**config.mk**
```make
export PLATFORM = sky130hd
export DESIGN_NAME = lcdw_front
export DESIGN_NICKNAME = d
export VERILOG_FILES = /design/src/inc/lcdw_pkg.sv /design/src/hw/lcdw_front.sv /design/src/hw/lcdw_ram.sv
export SDC_FILE = /design/constraint.sdc
export NUM_CORES = 1
export LEC_CHECK = 0
export BUFFER_PORTS_ARGS = -buffer_cell sky130_fd_sc_hd__buf_2
export CAP_MARGIN = 20
export CORE_ASPECT_RATIO = 0.5
export CORE_MARGIN = 8
export CORE_UTILIZATION = 60
export CTS_BUF_LIST = sky130_fd_sc_hd__clkbuf_8 sky130_fd_sc_hd__clkbuf_16
export DETAILED_ROUTE_END_ITERATION = 10
export PLACE_DENSITY = 0.77
export SLEW_MARGIN = 10
export SYNTH_ARGS = -nofsm -noshare
export SYNTH_HDL_FRONTEND = slang
export SYNTH_SLANG_ARGS = --single-unit
```
**constraint.sdc**
```tcl
create_clock -name clk_i -period 3.7 [get_ports clk_i]
set_input_delay 0.555 -clock clk_i [delete_from_list [all_inputs] [get_ports clk_i]]
set_output_delay 0.555 -clock clk_i [all_outputs]
set_load 0.1 [all_outputs]
```
**src/inc/lcdw_pkg.sv**
```systemverilog
// Purpose: Shared constants and types of the LCD write front end.
// Assumes: Bit positions follow the serial byte order, MSB first.
// Notes:   Every number used by the design lives here once.

package lcdw_pkg;

    // ------------------------------------------------------------------
    // Address byte layout.
    // ------------------------------------------------------------------
    localparam logic [5:0] ADDR_BASE    = 6'h1c; // Upper six address bits.
    localparam int         ADDR_RW_BIT  = 0;     // Direction bit position.
    localparam int         ADDR_SEL_BIT = 1;     // Strap compare position.
    localparam logic       DIR_WRITE    = 1'b0;  // Only writes are served.

    // ------------------------------------------------------------------
    // Control byte layout.
    // ------------------------------------------------------------------
    localparam int   CTRL_CONT_BIT = 7;          // Continue flag position.
    localparam int   CTRL_SEL_BIT  = 6;          // Register select position.
    localparam logic SEL_COMMAND   = 1'b0;       // Byte goes to commands.

    // ------------------------------------------------------------------
    // Byte framing and reset values.
    // ------------------------------------------------------------------
    localparam logic [3:0] BIT_CNT_ACK = 4'h8;   // Bits before the ack slot.
    localparam logic [1:0] SUB_RESET   = 2'h0;   // Selected subaddress.
    localparam int         RAM_DEPTH   = 40;     // Display bytes per device.
    localparam int         RAM_AW      = 6;      // Display address width.
    localparam int         DATA_W      = 8;      // Serial byte width.

    // ------------------------------------------------------------------
    // Protocol states, one-hot.
    // ------------------------------------------------------------------
    typedef enum logic [4:0] {
        ST_IDLE = 5'h01,  // Bus free or after a stop.
        ST_ADDR = 5'h02,  // Receiving the address byte.
        ST_CTRL = 5'h04,  // Receiving a control byte.
        ST_DATA = 5'h08,  // Receiving command or display bytes.
        ST_IGNR = 5'h10   // Not addressed; wait for start or stop.
    } lcdw_state_type;

endpackage

```
**src/hw/lcdw_front.sv**
```systemverilog
// Purpose: Write-only two-wire serial receiver of a segment LCD driver.
// Assumes: SCL and SDA are sampled by clk_i, far faster than the bus.
// Notes:   Command decoding lives outside; it loads pointer and subaddress.
//
// Contract
// - Answer only addresses 0111000 and 0111001.
// - Address bit 1 must equal strap.
// - Read requests get no response.
// - Matching devices acknowledge address together.
// - Non-matching device ignores until start/stop.
// - Control select routes next byte: command/display.
// - Continue flag one expects another control.
// - Selected devices acknowledge control, command bytes.
// - Display byte written, pointer advances; subaddress on wrap.
// - Display ack only on subaddress match.
// - Stop or repeated start restarts recognition.
// - Never transmit; only ack pulls low.
// - Subaddress is two straps, binary coded.

`timescale 1ns/1ps

module lcdw_front
    import lcdw_pkg::*;
#(
    parameter int DEPTH = RAM_DEPTH,
    parameter int AW    = RAM_AW
) (
    input  wire logic          clk_i,
    input  wire logic          rst_b_i,
    input  wire logic          scl_i,
    input  wire logic          sda_i,
    output logic               sda_o,
    output logic               sda_oe_b_o,
    input  wire logic          addr_select_strap_i,
    input  wire logic          hw_subaddr_bit_low_i,
    input  wire logic          hw_subaddr_bit_high_i,
    input  wire logic          ptr_load_i,
    input  wire logic [AW-1:0] ptr_value_i,
    input  wire logic          sub_load_i,
    input  wire logic [1:0]    sub_value_i,
    input  wire logic [AW-1:0] disp_rd_addr_i,
    output logic [DATA_W-1:0]  disp_rd_data_o,
    output logic [DATA_W-1:0]  cmd_data_o,
    output logic               cmd_valid_o
);

    // ------------------------------------------------------------------
    // State.
    // ------------------------------------------------------------------
    typedef struct packed {
        logic              scl_s1;    // Clock line, first sync stage.
        logic              scl_s2;    // Clock line, second sync stage.
        logic              scl_d;     // Clock line, edge history.
        logic              sda_s1;    // Data line, first sync stage.
        logic              sda_s2;    // Data line, second sync stage.
        logic              sda_d;     // Data line, edge history.
        logic [2:0]        strap_s1;  // Straps, first sync stage.
        logic [2:0]        strap_s2;  // Straps: high, low, select.
        lcdw_state_type    state;     // Protocol state.
        logic [3:0]        cnt;       // Bits received in this byte.
        logic              in_ack;    // Inside the ninth clock.
        logic [DATA_W-1:0] shreg;     // Incoming byte.
        logic              cont;      // Latched continue flag.
        logic              sel;       // Latched register select.
        logic [AW-1:0]     ptr;       // Display data pointer.
        logic [1:0]        sub;       // Selected hardware subaddress.
        logic              sda_out;   // Data driven when enabled.
        logic              sda_oe_b;  // Low while pulling SDA.
        logic [DATA_W-1:0] cmd_data;  // Last command byte.
        logic              cmd_valid; // One-cycle command strobe.
        logic              wr_en;     // Display write strobe.
        logic [AW-1:0]     wr_addr;   // Display write address.
        logic [DATA_W-1:0] wr_data;   // Display write byte.
    } lcdw_regs_type;

    // Idle bus is high, so the line stages reset high to avoid a
    // false start right after reset.
    localparam lcdw_regs_type RST = '{
        scl_s1: 1'b1, scl_s2: 1'b1, scl_d: 1'b1,
        sda_s1: 1'b1, sda_s2: 1'b1, sda_d: 1'b1,
        state: ST_IDLE, sda_oe_b: 1'b1, sub: SUB_RESET,
        default: '0
    };

    lcdw_regs_type r;     // Registered state.
    lcdw_regs_type n;     // Next state.
    logic scl_rise;       // Clock rose.
    logic scl_fall;       // Clock fell.
    logic start_det;      // Start or repeated start seen.
    logic stop_det;       // Stop seen.
    logic byte_end;       // Eighth bit done, ack slot opens.
    logic addr_hit;       // Address byte selects this device.
    logic sub_hit;        // Straps equal the selected subaddress.

    // ------------------------------------------------------------------
    // Pointer arithmetic.
    // ------------------------------------------------------------------
    // Next display address; wraps so cascaded parts stay in step.
    function automatic logic [AW-1:0] ptr_inc(input logic [AW-1:0] p);
        if (int'(p) >= DEPTH - 1) begin
            return '0;
        end
        return AW'(p + 1'b1);
    endfunction

    // ------------------------------------------------------------------
    // Line events, from second sync stage and its history only.
    // ------------------------------------------------------------------
    always_comb begin
        scl_rise  = r.scl_s2 && !r.scl_d;
        scl_fall  = !r.scl_s2 && r.scl_d;
        start_det = r.scl_s2 && r.scl_d && r.sda_d && !r.sda_s2;
        stop_det  = r.scl_s2 && r.scl_d && !r.sda_d && r.sda_s2;
        byte_end  = scl_fall && (r.cnt == BIT_CNT_ACK) && !r.in_ack;
        addr_hit  = (r.shreg[7:2] == ADDR_BASE) &&
                    (r.shreg[ADDR_SEL_BIT] == r.strap_s2[0]) &&
                    (r.shreg[ADDR_RW_BIT] == DIR_WRITE);
        sub_hit   = (r.sub == r.strap_s2[2:1]);
    end

    // ------------------------------------------------------------------
    // Next state.
    // ------------------------------------------------------------------
    // Bits shift in on SCL rising; byte effects and the ack drive start
    // on the falling edge after the eighth bit, so SDA only ever moves
    // while SCL is low.
    always_comb begin
        n = r;
        n.scl_s1    = scl_i;
        n.scl_s2    = r.scl_s1;
        n.scl_d     = r.scl_s2;
        n.sda_s1    = sda_i;
        n.sda_s2    = r.sda_s1;
        n.sda_d     = r.sda_s2;
        n.strap_s1  = {hw_subaddr_bit_high_i, hw_subaddr_bit_low_i,
                       addr_select_strap_i};
        n.strap_s2  = r.strap_s1;
        n.cmd_valid = 1'b0;
        n.wr_en     = 1'b0;
        n.sda_out   = 1'b0;
        // Loads from the command layer; a display byte in the same cycle
        // overrides the pointer load below, and the subaddress load on a wrap.
        if (ptr_load_i) begin
            n.ptr = ptr_value_i;
        end
        if (sub_load_i) begin
            n.sub = sub_value_i;
        end
        if (start_det) begin
            // A start always reopens address recognition.
            n.state    = ST_ADDR;
            n.cnt      = '0;
            n.in_ack   = 1'b0;
            n.sda_oe_b = 1'b1;
        end else if (stop_det) begin
            n.state    = ST_IDLE;
            n.cnt      = '0;
            n.in_ack   = 1'b0;
            n.sda_oe_b = 1'b1;
        end else if (r.state != ST_IDLE) begin
            if (scl_rise && !r.in_ack && (r.cnt != BIT_CNT_ACK)) begin
                n.shreg = {r.shreg[DATA_W-2:0], r.sda_s2};
                n.cnt   = 4'(r.cnt + 4'h1);
            end else if (byte_end) begin
                n.in_ack = 1'b1;
                case (r.state)
                    ST_ADDR: begin
                        if (addr_hit) begin
                            n.sda_oe_b = 1'b0;
                            n.state    = ST_CTRL;
                        end else begin
                            n.state = ST_IGNR;
                        end
                    end
                    ST_CTRL: begin
                        n.sda_oe_b = 1'b0;
                        n.cont     = r.shreg[CTRL_CONT_BIT];
                        n.sel      = r.shreg[CTRL_SEL_BIT];
                        n.state    = ST_DATA;
                    end
                    ST_DATA: begin
                        if (r.sel == SEL_COMMAND) begin
                            n.sda_oe_b  = 1'b0;
                            n.cmd_data  = r.shreg;
                            n.cmd_valid = 1'b1;
                        end else begin
                            // Only the addressed subaddress stores and
                            // answers, but every part keeps counting.
                            if (sub_hit) begin
                                n.sda_oe_b = 1'b0;
                                n.wr_en    = 1'b1;
                            end
                            n.wr_addr = r.ptr;
                            n.wr_data = r.shreg;
                            n.ptr     = ptr_inc(r.ptr);
                            if (int'(r.ptr) >= DEPTH - 1) begin
                                n.sub = 2'(r.sub + 2'h1);
                            end
                        end
                        n.state = r.cont ? ST_CTRL : ST_DATA;
                    end
                    default: begin
                        n.state = r.state;
                    end
                endcase
            end else if (scl_fall && r.in_ack) begin
                // End of the ninth clock: let go of the line.
                n.in_ack   = 1'b0;
                n.sda_oe_b = 1'b1;
                n.cnt      = '0;
            end
        end
    end

    // Single state register.
    always_ff @(posedge clk_i or negedge rst_b_i) begin
        if (!rst_b_i) begin
            r <= RST;
        end else begin
            r <= n;
        end
    end

    // ------------------------------------------------------------------
    // Outputs and display store.
    // ------------------------------------------------------------------
    assign sda_o       = r.sda_out;
    assign sda_oe_b_o  = r.sda_oe_b;
    assign cmd_data_o  = r.cmd_data;
    assign cmd_valid_o = r.cmd_valid;

    lcdw_ram #(.DW(DATA_W), .DEPTH(DEPTH), .AW(AW)) u_ram (
        .clk_i     (clk_i),
        .rst_b_i   (rst_b_i),
        .wr_en_i   (r.wr_en),
        .wr_addr_i (r.wr_addr),
        .wr_data_i (r.wr_data),
        .rd_addr_i (disp_rd_addr_i),
        .rd_data_o (disp_rd_data_o)
    );

    wire in_addr = byte_end && (r.state == ST_ADDR);
    wire in_data = byte_end && (r.state == ST_DATA);
endmodule

```
**src/hw/lcdw_ram.sv**
```systemverilog
// Purpose: Display byte store with one write and one registered read port.
// Assumes: Both ports run on the same clock.
// Notes:   The array itself has no reset; contents are undefined at power.

`timescale 1ns/1ps

module lcdw_ram
    import lcdw_pkg::*;
#(
    parameter int DW    = DATA_W,
    parameter int DEPTH = RAM_DEPTH,
    parameter int AW    = RAM_AW
) (
    input  wire logic          clk_i,
    input  wire logic          rst_b_i,
    input  wire logic          wr_en_i,
    input  wire logic [AW-1:0] wr_addr_i,
    input  wire logic [DW-1:0] wr_data_i,
    input  wire logic [AW-1:0] rd_addr_i,
    output logic      [DW-1:0] rd_data_o
);

    logic [DW-1:0] mem [DEPTH];  // Storage cells.

    // Write port; addresses past the end are dropped.
    always_ff @(posedge clk_i) begin
        if (wr_en_i && (int'(wr_addr_i) < DEPTH)) begin
            mem[wr_addr_i] <= wr_data_i;
        end
    end

    // Registered read so the output comes from a flip-flop.
    always_ff @(posedge clk_i or negedge rst_b_i) begin
        if (!rst_b_i) begin
            rd_data_o <= '0;
        end else if (int'(rd_addr_i) < DEPTH) begin
            rd_data_o <= mem[rd_addr_i];
        end else begin
            rd_data_o <= '0;
        end
    end

endmodule

```
==> flow_metrics.py <==
metrics = {
    "global_routing": {
        "grt_max_degree": 74,
        "grt_pass1_vias": 8715,
        "antenna_found_initial": 0,
        "grt_pass1_wl_mm": 52.4,
        "gr-usage-all-layers": 0.216,
        "overflow": 0,
    },
    "layout": {
        "fillers": 1673,
        "drive_gt1_frac": 0.186,
        "area_delta_synth_final_pct": 9.69,
        "seqCellArea_um2": 11400,
        "nets": 1005,
        "num_antenna_cells": 0,
        "multi_input_area_um2": 3990,
    },
    "yosys": {
        "synth-edff-count": 320,
        "synth_cell_types": 64,
        "synth_top_area_frac": 0.609,
        "yosysWarningCount": 0,
        "syn_area_um2": 15800,
        "ys_dominant_reg_cell": "edfxtp_1",
        "yosysMostFrequentCell": "edfxtp_1",
        "yosysSeqAreaShare": 0.725,
        "syn_avg_cell_area_um2": 17.0,
        "netlist_top_cells_count": "edfxtp_1, nand2_1, dfrtp_1",
        "synth-async-reset-ratio": 0.186,
        "syn-num-nets": 953,
        "ys_seq_elements": 393,
        "synth.area.top_cells": "edfxtp_1, dfrtp_1, mux4_2",
        "synth_top_area_cell": "edfxtp_1",
        "syn_inst": 927,
    },
    "sta": {
        "timing.hold.ws_ns": 0.146,
        "min_period_over_period": 0.668,
        "fin_skew_ns": 0.0330,
        "final.setup.tns_ns": 0,
        "max-slew-margin-rel": 0.317,
        "rsz0062_at_grt": "false",
        "worst_pin_slew_ns": 1.02,
        "setup_viol": 0,
        "final_hold_viol_count": 0,
        "maxSlewViolCount": 0,
        "max_freq_ghz": 0.405,
        "fin_crit_ns": 2.47,
    },
    "floorplan": {
        "dieArea_um2": 32100,
        "fp-row-count": 42,
        "core_um2": 26100,
        "dieWidth_um": 245,
        "start_util": 0.604,
        "io_pins": 42,
        "fp.dieH_um": 131,
    },
    "placed_design": {
        "hpwl_mm": 21.7,
        "io_buffer_count": 40,
        "gp_congestion": 0.885,
    },
    "clock_network": {
        "cts_hold_buf": 0,
        "cts_buffers": 34,
        "ctsResizeCount": 0,
        "clockRootBuffer": "clkbuf_16",
        "cts_setup_buffers": 0,
        "cts_tree": "yes",
        "clk_path_buf_depth": 3,
        "clk_pin_slew_ns": 0.06,
        "insertion_delay_ns": 0.53,
        "clkSinkCount": 393,
        "htreeDepth": 2,
    },
    "routing": {
        "wirelength_mm": 33.6,
        "via_per_inst": 6.34,
        "drtAntennaViolNets": 0,
        "initialDrtViolationCount": 1076,
        "dr.pass1.iters": 5,
        "vias": 8594,
        "drc_errors": 0,
        "avgRoutedWirePerCell_um": 24.8,
    },
    "pwr": {
        "power_per_cell_area_nw_per_um2": 497,
        "ir_drop_uv": 320,
        "power.leakage_nw": 5.37,
    },
    "worst_setup_path": {
        "worst-setup-path-type": "reg2reg",
        "cp.required_ns": 4.08,
        "startpoint_type": "register",
        "cp_max_fo": 17,
        "cp-end-kind": "register",
        "arrival_ns": 2.85,
    },
    "worst_hold_path": {
        "hold_class": "in2reg",
    },
    "flow_run": {
        "drv_cap": 0,
    },
    "outcome": {
        "status": "finished, final reports clean",
    },
}
## stage by stage
step                setup WS [ns]  area, µm²   util  cells  total power [mW]
global placement             1.01      16300  0.624   1295              5.40
global route                0.907      17300  0.663   1355              8.87
finish                       1.23      17300  0.663   1355              8.60
CTS                          1.20      17300  0.663   1355              8.63
floorplan                    1.38      15800      -    927              5.28
detailed placement           1.02      16300  0.624   1295              5.41
## critical path, cell delays in order, from the launching register on
cell and delay, ns:
dfrtp_1 0.41, inv_1 0.07, ha_1 0.16, nand3b_1 0.11, nor3_2 0.41, nand2_1 0.44
and2_1 0.36, a221o_1 0.37
## cell families (layout without fill, tap and decap cells)
kind of cell             after synthesis  after routing  synth area share
multiplexers                         129            129             0.133
AO/OA/AOI/OAI                         82             82            0.0376
flip-flops                           393            393             0.725
other                                  1              1          0.000238
AND/OR/NAND/NOR                      258            258            0.0755
buffers and inverters                 54            130            0.0221
adder cells (fa/ha/maj)                3              3           0.00238
XOR/XNOR                               7              7           0.00389
## path summary, 6_finish.rpt
| path | start | end | slack [ns] | cells after the start |
|---|---|---|---|---|
| max in group asynchronous | rst_b_i | r[10] | 2.90 | 1 |
| worst min register to register | n[56] | r[56] | 0.35 | 0 |
| worst max register to register | r[45] | r[31] | 1.23 | 7 |
| worst max-delay path | r[45] | r[31] | 1.23 | 7 |
| worst min-delay path | sda_i | n[61] | 0.15 | 1 |
| min in group asynchronous | rst_b_i | r[46] | 0.17 | 1 |
## routing by layer
metal	global-route usage	vias up	wire length (µm)
li1	-	3697	-
met1	0.303	4366	13900
met2	0.342	451	15600
met3	0.0485	80	3170
met4	0.0687	0	998
met5	0	-	0
## cells in the final DEF, fill, tap and decap left out, types with 4 or more instances in the layout
master	netlist	routed
clkbuf_16	0	35
nor2b_1	11	11
inv_1	9	20
mux2_2	13	13
mux4_2	50	50
dfstp_2	8	8
nand3_1	12	12
o22ai_1	11	11
nand2b_1	6	6
and3_1	4	4
a211oi_1	13	13
o2bb2ai_1	4	4
and2_1	5	5
nand2_1	120	120
mux2i_1	54	54
buf_4	10	20
a221oi_1	4	4
o21ai_0	14	14
xor2_1	5	5
mux4_1	10	10
a22o_1	4	4
nor4_1	5	4
buf_2	11	38
nor2_1	55	55
a21oi_1	7	7
nor3_1	13	13
clkinv_1	0	4
dfrtp_1	65	65
clkinv_2	0	5
edfxtp_1	320	320
nand3b_1	5	5
## state kept, by name, summed over array words and instances (netlist names)
| register | cells |
|---|---|
| u_ram.rd_data_o | 8 |
| n | 7 |
| u_ram.mem | 320 |
| cmd_valid_o | 1 |
| sda_oe_b_o | 1 |
| cmd_data_o | 8 |
| r | 48 |
## report_power, final
group / switching, mW / leakage [nW] / internal (mW)
Combinational: 0.264 / 1.71 / 0.162
Clock: 1.52 / 0.535 / 1.76
Sequential: 0.0940 / 3.12 / 4.80
Total: 1.88 / 5.37 / 6.72
## cell type report
class                           instances  share of cell area
Inverter                                9             0.00195
Tap cell                              352              0.0254
Timing Repair Buffer                   61              0.0226
Clock inverter                         23             0.00593
Multi-Input combinational cell        480               0.231
Clock buffer                           37              0.0522
Sequential cell                       393               0.661
Power figures use the tool's default switching activity.
